`config.mk`:
```
export PLATFORM = sky130hd
export DESIGN_NAME = system_clock_generator
export DESIGN_NICKNAME = d
export VERILOG_FILES = /design/src/hdl/clkgen_pkg.sv /design/src/hdl/system_clock_generator.sv
export SDC_FILE = /design/constraint.sdc
export NUM_CORES = 1
export LEC_CHECK = 0
export BUFFER_PORTS_ARGS = -buffer_cell sky130_fd_sc_hd__clkbuf_2
export CORE_AREA = 8 8 73 75
export DETAILED_ROUTE_END_ITERATION = 12
export DIE_AREA = 0 0 81 83
export PLACE_DENSITY = 0.73
export SLEW_MARGIN = 15
export SYNTH_ARGS = -nofsm -noshare
export SYNTH_HDL_FRONTEND = slang
export SYNTH_SLANG_ARGS = --single-unit
```
`constraint.sdc`:
```
create_clock -name core_clk -period 1.92 [get_ports core_clk]
set_clock_uncertainty 0.15 [all_clocks]
set_input_delay 0.384 -clock core_clk [delete_from_list [all_inputs] [get_ports core_clk]]
set_output_delay 0.384 -clock core_clk [all_outputs]
set_load 0.01 [all_outputs]
```
`src/hdl/clkgen_pkg.sv`:
```
// Constants, field layouts and state type of the system clock generator.
package clkgen_pkg;

    // Register addresses in the processor's data space.
    localparam logic [15:0] CPU_CLOCK_CONTROL_ADDR     = 16'hFFFB;
    localparam logic [15:0] CLOCK_DOUBLER_CONTROL_ADDR = 16'hFF6C;

    // Reset values of the two registers.
    localparam logic [7:0] CPU_CLOCK_CONTROL_RST     = 8'h02;
    localparam logic [7:0] CLOCK_DOUBLER_CONTROL_RST = 8'h00;

    // Field positions.
    localparam int CPU_CLOCK_SELECT_LO_POS = 0;
    localparam int CPU_CLOCK_SELECT_HI_POS = 1;
    localparam int DOUBLER_ENABLE_POS      = 0;

    // CPU clock select codes.
    localparam logic [1:0] SEL_FULL    = 2'h0;
    localparam logic [1:0] SEL_HALF    = 2'h1;
    localparam logic [1:0] SEL_QUARTER = 2'h2;
    localparam logic [1:0] SEL_BAD     = 2'h3;

    // Oscillation stabilization time, in system clock periods (2^15).
    localparam int STAB_EXP    = 15;
    localparam int STAB_PERIOD = 2 ** STAB_EXP;

    // Width of the peripheral clock divider chain.
    localparam int PDIV_W = 8;

    // Stabilization, run and standby states of the generator.
    typedef enum logic [1:0] {
        ST_STAB,
        ST_RUN,
        ST_HALT,
        ST_STOP
    } gen_state_t;

endpackage

```
`src/hdl/system_clock_generator.sv`:
```
// System clock generator: CPU clock divider, peripheral divider, standby.
`timescale 1ns/1ps

// Summary of operation
// - Select field picks fx, fx/2, fx/4; 11 prohibited.
// - Reset loads CPU clock control with 02H.
// - Doubler enable gates the 2fx timer clock.
// - Reset clears doubler control to 00H.
// - Clock switch completes within bounded old clocks.
// - Oscillation stopped while reset held low.
// - Stabilization wait 2^15 clocks before execution.
// - Stop instruction halts the system oscillation.
// - Peripheral clocks divide fx, halt with it.
// - Two standby modes: stop and halt.
module system_clock_generator
    import clkgen_pkg::*;
#(
    parameter int STAB_CYCLES = STAB_PERIOD
) (
    input  wire logic              core_clk,
    input  wire logic              rst_n,
    input  wire logic [15:0]       reg_addr,
    input  wire logic              reg_wr,
    input  wire logic              reg_rd,
    input  wire logic [7:0]        reg_wdata,
    output logic      [7:0]        reg_rdata,
    input  wire logic              stop_req,
    input  wire logic              halt_req,
    input  wire logic              wake_req,
    output logic                   osc_run,
    output logic                   cpu_run,
    output logic                   cpu_tick,
    output logic      [PDIV_W-1:0] periph_div,
    output logic                   timer_x2_en
);

    // Last phase of one CPU clock period for a given select code.
    function automatic logic [1:0] last_phase(input logic [1:0] sel);
        case (sel)
            SEL_FULL:    last_phase = 2'h0;
            SEL_HALF:    last_phase = 2'h1;
            default:     last_phase = 2'h3;
        endcase
    endfunction

    // Stabilization counter width, large enough for the default count.
    localparam int STAB_W = $clog2(STAB_PERIOD) + 1;
    localparam logic [STAB_W-1:0] STAB_LAST = STAB_W'(STAB_CYCLES - 1);

    logic [1:0]        pend_sel_r;
    logic              doubler_r;
    logic [1:0]        active_sel_r;
    logic [1:0]        phase_r;
    logic              cpu_tick_r;
    logic [PDIV_W-1:0] periph_div_r;
    logic              timer_x2_en_r;
    logic              osc_run_r;
    logic              cpu_run_r;
    logic [7:0]        reg_rdata_r;
    logic [STAB_W-1:0] stab_cnt_r;
    gen_state_t        state_r;
    gen_state_t        state_nxt;

    logic wr_cpu_sel;
    logic wr_doubler;

    // Write strobes for the two mapped registers.
    assign wr_cpu_sel = reg_wr && (reg_addr == CPU_CLOCK_CONTROL_ADDR);
    assign wr_doubler = reg_wr && (reg_addr == CLOCK_DOUBLER_CONTROL_ADDR);

    // Requested CPU clock select; the prohibited code is not accepted.
    // Only the select field is stored, so upper bits always read zero.
    always_ff @(posedge core_clk or negedge rst_n) begin
        if (!rst_n) begin
            pend_sel_r <= CPU_CLOCK_CONTROL_RST[1:0];
        end else if (wr_cpu_sel &&
                     reg_wdata[CPU_CLOCK_SELECT_HI_POS:
                               CPU_CLOCK_SELECT_LO_POS] != SEL_BAD) begin
            pend_sel_r <= reg_wdata[CPU_CLOCK_SELECT_HI_POS:
                                    CPU_CLOCK_SELECT_LO_POS];
        end
    end

    // Doubler enable; bits above the enable are not stored.
    always_ff @(posedge core_clk or negedge rst_n) begin
        if (!rst_n) begin
            doubler_r <= CLOCK_DOUBLER_CONTROL_RST[DOUBLER_ENABLE_POS];
        end else if (wr_doubler) begin
            doubler_r <= reg_wdata[DOUBLER_ENABLE_POS];
        end
    end

    // Read data, registered; unmapped addresses read zero.
    always_ff @(posedge core_clk or negedge rst_n) begin
        if (!rst_n) begin
            reg_rdata_r <= 8'h00;
        end else if (reg_rd) begin
            if (reg_addr == CPU_CLOCK_CONTROL_ADDR) begin
                reg_rdata_r <= {6'h00, pend_sel_r};
            end else if (reg_addr == CLOCK_DOUBLER_CONTROL_ADDR) begin
                reg_rdata_r <= {7'h00, doubler_r};
            end else begin
                reg_rdata_r <= 8'h00;
            end
        end
    end

    // Standby state machine: stabilization, run, halt and stop.
    always_comb begin
        state_nxt = state_r;
        case (state_r)
            ST_STAB: begin
                if (stab_cnt_r == STAB_LAST) begin
                    state_nxt = ST_RUN;
                end
            end
            ST_RUN: begin
                if (stop_req) begin
                    state_nxt = ST_STOP;
                end else if (halt_req) begin
                    state_nxt = ST_HALT;
                end
            end
            ST_HALT: begin
                if (wake_req) begin
                    state_nxt = ST_RUN;
                end
            end
            ST_STOP: begin
                if (wake_req) begin
                    state_nxt = ST_STAB;
                end
            end
            default: begin
                state_nxt = ST_STAB;
            end
        endcase
    end

    always_ff @(posedge core_clk or negedge rst_n) begin
        if (!rst_n) begin
            state_r <= ST_STAB;
        end else begin
            state_r <= state_nxt;
        end
    end

    // Stabilization counter runs only while waiting after reset or stop.
    always_ff @(posedge core_clk or negedge rst_n) begin
        if (!rst_n) begin
            stab_cnt_r <= '0;
        end else if (state_r == ST_STAB && stab_cnt_r != STAB_LAST) begin
            stab_cnt_r <= stab_cnt_r + STAB_W'(1);
        end else begin
            stab_cnt_r <= '0;
        end
    end

    // Oscillator runs except in reset and in stop mode.
    always_ff @(posedge core_clk or negedge rst_n) begin
        if (!rst_n) begin
            osc_run_r <= 1'b0;
        end else begin
            osc_run_r <= (state_nxt != ST_STOP);
        end
    end

    // The CPU executes only in run state.
    always_ff @(posedge core_clk or negedge rst_n) begin
        if (!rst_n) begin
            cpu_run_r <= 1'b0;
        end else begin
            cpu_run_r <= (state_nxt == ST_RUN);
        end
    end

    // CPU clock divider. A new select takes effect only when the old
    // period ends, so no phase is shortened and the wait stays within
    // one old CPU clock.
    always_ff @(posedge core_clk or negedge rst_n) begin
        if (!rst_n) begin
            phase_r      <= 2'h0;
            cpu_tick_r   <= 1'b0;
            active_sel_r <= CPU_CLOCK_CONTROL_RST[1:0];
        end else if (osc_run_r) begin
            if (phase_r == last_phase(active_sel_r)) begin
                phase_r      <= 2'h0;
                cpu_tick_r   <= 1'b1;
                active_sel_r <= pend_sel_r;
            end else begin
                phase_r    <= phase_r + 2'h1;
                cpu_tick_r <= 1'b0;
            end
        end else begin
            cpu_tick_r <= 1'b0;
        end
    end

    // Peripheral divider chain counts fx and freezes with the oscillator.
    always_ff @(posedge core_clk or negedge rst_n) begin
        if (!rst_n) begin
            periph_div_r <= '0;
        end else if (osc_run_r) begin
            periph_div_r <= periph_div_r + PDIV_W'(1);
        end
    end

    // Multiplier enable toward the timer, off one edge after fx turns off.
    always_ff @(posedge core_clk or negedge rst_n) begin
        if (!rst_n) begin
            timer_x2_en_r <= 1'b0;
        end else begin
            timer_x2_en_r <= doubler_r && osc_run_r;
        end
    end

    assign reg_rdata   = reg_rdata_r;
    assign osc_run     = osc_run_r;
    assign cpu_run     = cpu_run_r;
    assign cpu_tick    = cpu_tick_r;
    assign periph_div  = periph_div_r;
    assign timer_x2_en = timer_x2_en_r;
endmodule

```
## Yosys cells after proc, flatten, opt, wreduce, memory -nomap -nowiden

Cells that the tools add are included.

| word-level totals | value |
|---|---|
| register bits | 45 |
| bits of input ports | 31 |
| output and inout bits | 20 |
| logic and storage cells | 49 |

| operators by class | value |
|---|---|
| $add $sub $neg | 3 |
| equal/unequal tests | 12 |
| multiplexer cells | 14 |
| reductions and logical operators | 8 |

Operators by type and width:

| cell | number |
|---|---|
| $eq A16 B16 Y1 const B | 2 |
| $add A16 B1 Y16 const B | 1 |
| $eq A16 B15 Y1 const B | 1 |
| $mux W16 | 1 |
| $ne A16 B15 Y1 const B | 1 |
| $mux W2 | 7 |
| $add A8 B1 Y8 const B | 1 |
| $mux W8 | 1 |
| $pmux W2 S4 | 1 |
| $eq A2 B1 Y1 const B | 3 |
| $logic_and A1 B1 Y1 | 5 |
| $eq A2 B2 Y1 const B | 2 |
| $logic_not A2 Y1 | 2 |
| $ne A2 B2 Y1 const B | 2 |
| $pmux W2 S2 | 1 |
| $mux W1 | 3 |
| $add A2 B1 Y2 const B | 1 |
| $eq A2 B2 Y1 | 1 |
| $reduce_and A2 Y1 | 1 |

## Longest topological paths before layout

Gate-level depths: netlist (run 1).

| depth | value |
|---|---|
| depth in word-level cells | 6 |
| mapped depth | 6 |

## Worst setup path before layout (run 1)

OpenSTA, ideal clock, no wires.

| timing | value |
|---|---|
| path type | register -> register |
| start point | register stab_cnt_r[8] |
| end point | register stab_cnt_r[10] |
| setup time | 0.119 ns |
| arrival | 1.607 ns |
| required time | 1.651 ns |
| path slack | 0.044 ns |
| stages on the path, launching flop included | 6 |
| path buffers | 1 |
| path through | dfrtp_1 -> nand4_2 -> or3_4 -> o41ai_4 -> buf_6 -> nor2_1 |

| on the way | value |
|---|---|
| word-level cells in the longest chain between the ends | 3 |
| elaborated cells between the ends (all ways) | 4 |

RTL lines:

| element | line | text |
|---|---|---|
| start: declaration | system_clock_generator.sv:60 | `logic [STAB_W-1:0] stab_cnt_r;` |
| start signal: assignment | system_clock_generator.sv:153 | `stab_cnt_r <= stab_cnt_r + STAB_W'(1);` |
| parallel branches: the longest is 2 deep, another holds $add A16 B1 Y16 | n/a |  |
| $mux W16 (*) | system_clock_generator.sv:152 | `end else if (state_r == ST_STAB && stab_cnt_r != STAB_LAST) begin` |

Mark *: on every way between the ends.
A chain may end at the register's enable or synchronous reset.

## Final worst setup path (run 1)

| timing | value |
|---|---|
| start point | register stab_cnt_r[10] |
| end point | register stab_cnt_r[13] |

Same word-level chain as after synthesis.

==> results of run 1 <==
## where the power goes
part | internal (uW) | switching (uW)
clock network | 254 | 283
logic | 342 | 358
registers | 994 | 198
total | 1590 | 839
## metrics by stage
| step | setup WS [ns] | instances | util | hold slack [ns] | power [uW] |
|---|---|---|---|---|---|
| 2_1_floorplan | 0.04433 | 187 | - | -0.06159 | 1659 |
| 3_3_place_gp | 0.06900 | 278 | 0.5205 | 0.2125 | 1882 |
| 3_5_place_dp | 0.07512 | 278 | 0.5205 | 0.2215 | 1915 |
| 4_1_cts | 0.05895 | 287 | 0.5432 | 0.1419 | 2462 |
| 5_1_grt | 0.04162 | 287 | 0.5440 | 0.1622 | 2607 |
| 6_report | 0.1133 | 287 | 0.5440 | 0.1514 | 2429 |
## routing by layer
| layer | GRT usage | wire, um | vias to the layer above | share of wire |
|---|---|---|---|---|
| met2 | 0.1912 | 1858 | 24 | 0.52 |
| met4 | 0.07317 | 93 | 0 | 0.026 |
| met1 | 0.1288 | 1530 | 665 | 0.42 |
| met3 | 0.02155 | 120 | 7 | 0.033 |
| met5 | 0 | 0 | - | 0 |
| li1 | - | - | 715 | - |
## placed cells by master, fill, tap and decap left out, types with 7 or more instances in the layout
master,instances
clkbuf_2,38
nand2_1,11
nand4_1,7
dfrtp_1,37
inv_1,9
nor2_1,26
nand3_1,10
xor2_1,7
buf_4,8
xnor2_1,15
## worst max-delay path, stage by stage, from the launching register on
cell and delay (ns):
dfrtp_1 0.38, nand4_2 0.13, or3_4 0.41, o41ai_4 0.35, buf_6 0.22, nor2_1 0.06
## repair_timing
action | in CTS | in global routing
setup endpoints to repair | 0 | 2
hold buffers | 1 | 0
endpoints found under the hold margin | 18 | 0
resized for setup | 0 | 1
setup buffers | 0 | 0
## how the worst min path moves through the flow
stage                     startpoint                           to  slack (ns)  depth (start not counted)
after floorplan                rst_n  active_sel_r[0]$_DFFE_PN0P_       -0.06                          0
after global placement         rst_n     reg_rdata[0]$_DFFE_PN0P_        0.21                          1
after detailed placement       rst_n     reg_rdata[0]$_DFFE_PN0P_        0.22                          1
after CTS                     reg_rd     reg_rdata[0]$_DFFE_PN0P_        0.14                          2
after global routing          reg_rd     reg_rdata[0]$_DFFE_PN0P_        0.16                          2
final                         reg_rd     reg_rdata[0]$_DFFE_PN0P_        0.15                          2
## sequential cells by signal, indices dropped and copies added (netlist names), 2 cells and up
register and flops:
stab_cnt_r 16, pend_sel_r 2, active_sel_r 2, periph_div 8, phase_r 2, state_r 2
reg_rdata 2
## cell families (layout without fill, tap and decap cells)
logic type / count (synthesis) / in the layout
buf+inv: 18 / 66
simple gates: 81 / 81
xor+xnor: 22 / 22
compound gates: 15 / 15
fa+ha+maj: 2 / 2
flops: 39 / 39
other cells: 1 / 6
mux: 4 / 4
## final cells by class
| type | count | area, um^2 | share of cell area |
|---|---|---|---|
| repair buffers | 49 | 291.5 | 0.1275 |
| clock inverters | 2 | 12.51 | 0.005470 |
| well taps | 52 | 65.06 | 0.02845 |
| multi-input cells | 130 | 833.3 | 0.3643 |
| clock buffers | 6 | 72.57 | 0.03173 |
| inverters | 9 | 33.78 | 0.01477 |
| flip-flops and latches | 39 | 978.4 | 0.4278 |
==> results.yml, run 1 <==
grt:
  antenna_found_initial: 0
  grt_max_degree: 22
  grt.overflow.total: 0
  grt_pass1_wl_um: 6203
  track_usage: 0.1148
  grt_pass1_vias: 1481
yosys:
  synth_top_family_by_area: "simple AND/OR/NAND/NOR gates"
  synth_xor_area_frac: 0.1019
  synthCells: 182
  synthTopCellsByCount: "dfrtp_1 (37), nor2_1 (26), xnor2_1 (15), nand2_1 (11), nand3_1 (10)"
  synth-seq-cells: 39
  synth_fa_ha_area_frac: 0.01324
  synth_mux_area_frac: 0.02383
  yosys.area.top_type: "dfrtp_1"
  synthFlopType: "dfrtp_1"
  yosys.area_share.simple: 0.2224
  synth_area_per_cell_um2: 10.39
  post-synth-top-count-cell: "dfrtp_1"
  ys_types: 37
  yosysWarnings: 0
  yosysTopAreaCellShare: 0.4897
  synth_compound_area_frac: 0.06750
  synth_edf_count: 0
  yosys-top-cells-area: "dfrtp_1 (49%), xnor2_1 (6.9%), nor2_1 (5.2%)"
  ys_seq_area_frac: 0.5175
  syn-cell-area_um2: 1891
  ys_async_sr_fraction: 1.000
worst_setup_path:
  worstPathRequired_ns: 1.95
  rrSetupSlack_ns: 0.11
  crit_path_end: "stab_cnt_r[13]$_DFF_PN0_"
  rr_worst_depth: 5
  critPathLaunch: "stab_cnt_r[10]$_DFF_PN0_"
  endpoint_kind: "register"
  rr_startpoint: "stab_cnt_r[10]$_DFF_PN0_"
  regToRegEndpoint: "stab_cnt_r[13]$_DFF_PN0_"
  arrival_ns: 1.83
  start_kind: "register"
  crit_type: "reg -> reg"
  cp_max_fo: 15
job:
  cap_violations: 0
placement:
  port_buffers: 38
  postPlaceCellArea_um2: 2188
  gp_congestion: 0.7908
  hpwl_um: 2744
cells_and_area:
  num-fill-cells: 401
  finalInstanceArea_um2: 2287
  drive_gt1_frac: 0.2851
  area.growth.synth_to_final_pct: 20.98
  insertedDiodeCount: 0
  finalNetCount: 267
status:
  outcome: "complete, no violations"
route:
  routed_via_density: 4.916
  ant_nets: 0
  via_count: 1411
  wire_per_inst_um: 12.55
  route.detailed.drc: 0
  drt_iter0_markers: 100
  drt-total-wl_um: 3602
  first_pass_iters: 4
sta:
  min_period_ns: 1.807
  hold_viol: 0
  layout_worst_path_cycle_share: 0.9410
  finalSetupTns_ns: 0
  maxSlewViolCount: 0
  setup_viol: 0
  rsz0062_at_grt: "no"
  fmax_ghz: 0.5535
cts:
  clock_latency_ns: 0.29
  clockRootBuffer: "clkbuf_8"
  h-tree-depth: 2
  cts_tree: "done"
  clk_pin_slew_worst_paths_ns: 0.08
  cts-buffers-inserted: 5
  clockBufferDepth: 2
  cts_sinks: 39
floorplanning:
  core_area_um2: 4204
  rows: 24
  die_y_um: 83
  initial_core_util: 0.4497
  fp.dieArea_um2: 6723
  dieWidth_um: 81
  num_io_pins: 51
pwr:
  powerDensity_nw_per_um2: 1062
  cellLeakagePower_uw: 0.001039
  ir_drop_v: 0.0004014
hold_path:
  hp-class: "in -> reg"
Note: power is estimated with default switching activity, not from simulation.
==> run 2, diff against run 1 <==
--- a/config.mk
+++ b/config.mk
@@ -6,9 +6,9 @@
 export NUM_CORES = 1
 export LEC_CHECK = 0
 export BUFFER_PORTS_ARGS = -buffer_cell sky130_fd_sc_hd__clkbuf_2
-export CORE_AREA = 8 8 73 75
+export CORE_AREA = 2 2 67 69
 export DETAILED_ROUTE_END_ITERATION = 12
-export DIE_AREA = 0 0 81 83
+export DIE_AREA = 0 0 69 71
 export PLACE_DENSITY = 0.73
 export SLEW_MARGIN = 15
 export SYNTH_ARGS = -nofsm -noshare
==> run 2 against run 1 <==
Compared with the run above: utilization grew 0.80 points; first-iteration DRC count fell by 22%; setup slack improved by 0.0043 ns; combinational power up 2%; global-route usage rose by 3.1 points; critical endpoint is now stab_cnt_r[9]$_DFF_PN0_; final cell count is 1.0% higher; clock-buffer cell count unchanged; die area fell by 27%; fmax rose by 0.24%; sequential cell count stayed put; largest cell class unchanged; sequential power is essentially flat.
==> results.yml, run 2 (synthesized netlist as in run 1, its figures left out) <==
worst_setup_path:
  cp_max_fo: 6
  endpoint_kind: "register"
  crit_type: "reg -> reg"
  arrival_ns: 1.83
  worstPathRequired_ns: 1.95
  start_kind: "register"
sta:
  rsz0062_at_grt: "no"
  layout_worst_path_cycle_share: 0.9387
  hold_viol: 0
  fmax_ghz: 0.5548
  setup_viol: 0
  maxSlewViolCount: 0
  min_period_ns: 1.802
  holdWs_ns: 0.1616
  finalSetupTns_ns: 0
grt:
  track_usage: 0.1461
  grt_pass1_wl_um: 5802
  grt_pass1_vias: 1397
  grt.overflow.total: 0
  grt_max_degree: 40
  antenna_found_initial: 0
placement:
  port_buffers: 38
  postPlaceCellArea_um2: 2191
  dp.cells: 280
  gp_congestion: 0.7691
  hpwl_um: 2453
floorplanning:
  die_y_um: 71
  core_area_um2: 4204
  fp.dieArea_um2: 4899
  num_io_pins: 51
  dieWidth_um: 69
  rows: 24
  initial_core_util: 0.4497
route:
  first_pass_iters: 4
  drt_iter0_markers: 78
  wire_per_inst_um: 11.37
  via_count: 1434
  routed_via_density: 4.945
  drt-total-wl_um: 3297
  route.detailed.drc: 0
  ant_nets: 0
pwr:
  ir_drop_v: 0.0003923
  power.total_uw: 2575
  powerDensity_nw_per_um2: 1109
  cellLeakagePower_uw: 0.001059
cts:
  cts_sinks: 39
  clock_latency_ns: 0.29
  clockRootBuffer: "clkbuf_8"
  h-tree-depth: 2
  clockBufferDepth: 2
  cts-buffers-inserted: 5
  clk_pin_slew_worst_paths_ns: 0.07
  cts_tree: "done"
cells_and_area:
  layout_common_cells: "clkbuf_2 (38), dfrtp_1 (37), nor2_1 (26)"
  finalInstanceArea_um2: 2321
  area.growth.synth_to_final_pct: 22.77
  largest-register: "stab_cnt_r"
  largest_reg_flops: 16
  insertedDiodeCount: 0
  fin_cells: 290
  finalNetCount: 270
  final_common_cell: "clkbuf_2"
  drive_gt1_frac: 0.2941
job:
  cap_violations: 0
hold_path:
  hp-class: "in -> reg"
status:
  outcome: "complete, no violations"
==> run 2: routing by layer <==
metal | up-vias | share of wire | track usage
li1 | 722 | - | -
met1 | 669 | 0.44 | 0.1756
met2 | 36 | 0.49 | 0.2500
met3 | 7 | 0.049 | 0.03989
met4 | 0 | 0.017 | 0.05882
met5 | - | 0 | 0
==> run 2: path summary, 6_finish.rpt <==
path,depth (start not counted),slack [ns],start,end
max,6,0.12,stab_cnt_r[0]$_DFF_PN0_,stab_cnt_r[9]$_DFF_PN0_
min,2,0.16,reg_rd,reg_rdata[0]$_DFFE_PN0P_
max reg2reg,6,0.12,stab_cnt_r[0]$_DFF_PN0_,stab_cnt_r[9]$_DFF_PN0_
min reg2reg,2,0.34,pend_sel_r[1]$_DFFE_PN1P_,pend_sel_r[1]$_DFFE_PN1P_
max in group asynchronous,3,0.74,rst_n,pend_sel_r[1]$_DFFE_PN1P_
min in group asynchronous,3,0.52,rst_n,periph_div[5]$_DFFE_PN0P_
==> run 2: report_power, final <==
part           leakage [uW]  switching [uW]  internal, uW  total (uW)
logic              0.000510             345           370         716
clock network     0.0000514             280           387         668
registers          0.000497             198           994        1190
total               0.00106             823          1750        2580
==> run 2: critical path, stage by stage (launching register included) <==
cell     delay [ns]
dfrtp_1        0.37
ha_1           0.17
nand2_1        0.07
or2_4          0.28
o41ai_4        0.39
buf_4          0.21
nor2_1         0.05
==> run 2: final cells by class <==
type / count / area (um^2)
Multi-Input combinational cell: 130 / 835.8
Tap cell: 52 / 65.06
Sequential cell: 39 / 978.4
Timing Repair Buffer: 52 / 297.8
Clock buffer: 6 / 72.57
Fill cell: 383 / 1883
Inverter: 9 / 33.78
Clock inverter: 2 / 37.54
==> run 2: repair_timing <==
action,4_1_cts,5_1_grt
endpoints found under the hold margin,12,0
buffers inserted,0,1
endpoints found under the setup margin,0,5
gates resized for setup,0,1
hold buffers,1,0
==> run 2: through the flow <==
stage / utilization / worst slack, ns
floorplan: - / 0.04433
global placement: 0.5211 / 0.09025
detailed placement: 0.5211 / 0.06264
CTS: 0.5497 / 0.05531
global route: 0.5521 / 0.01381
finish: 0.5521 / 0.1177
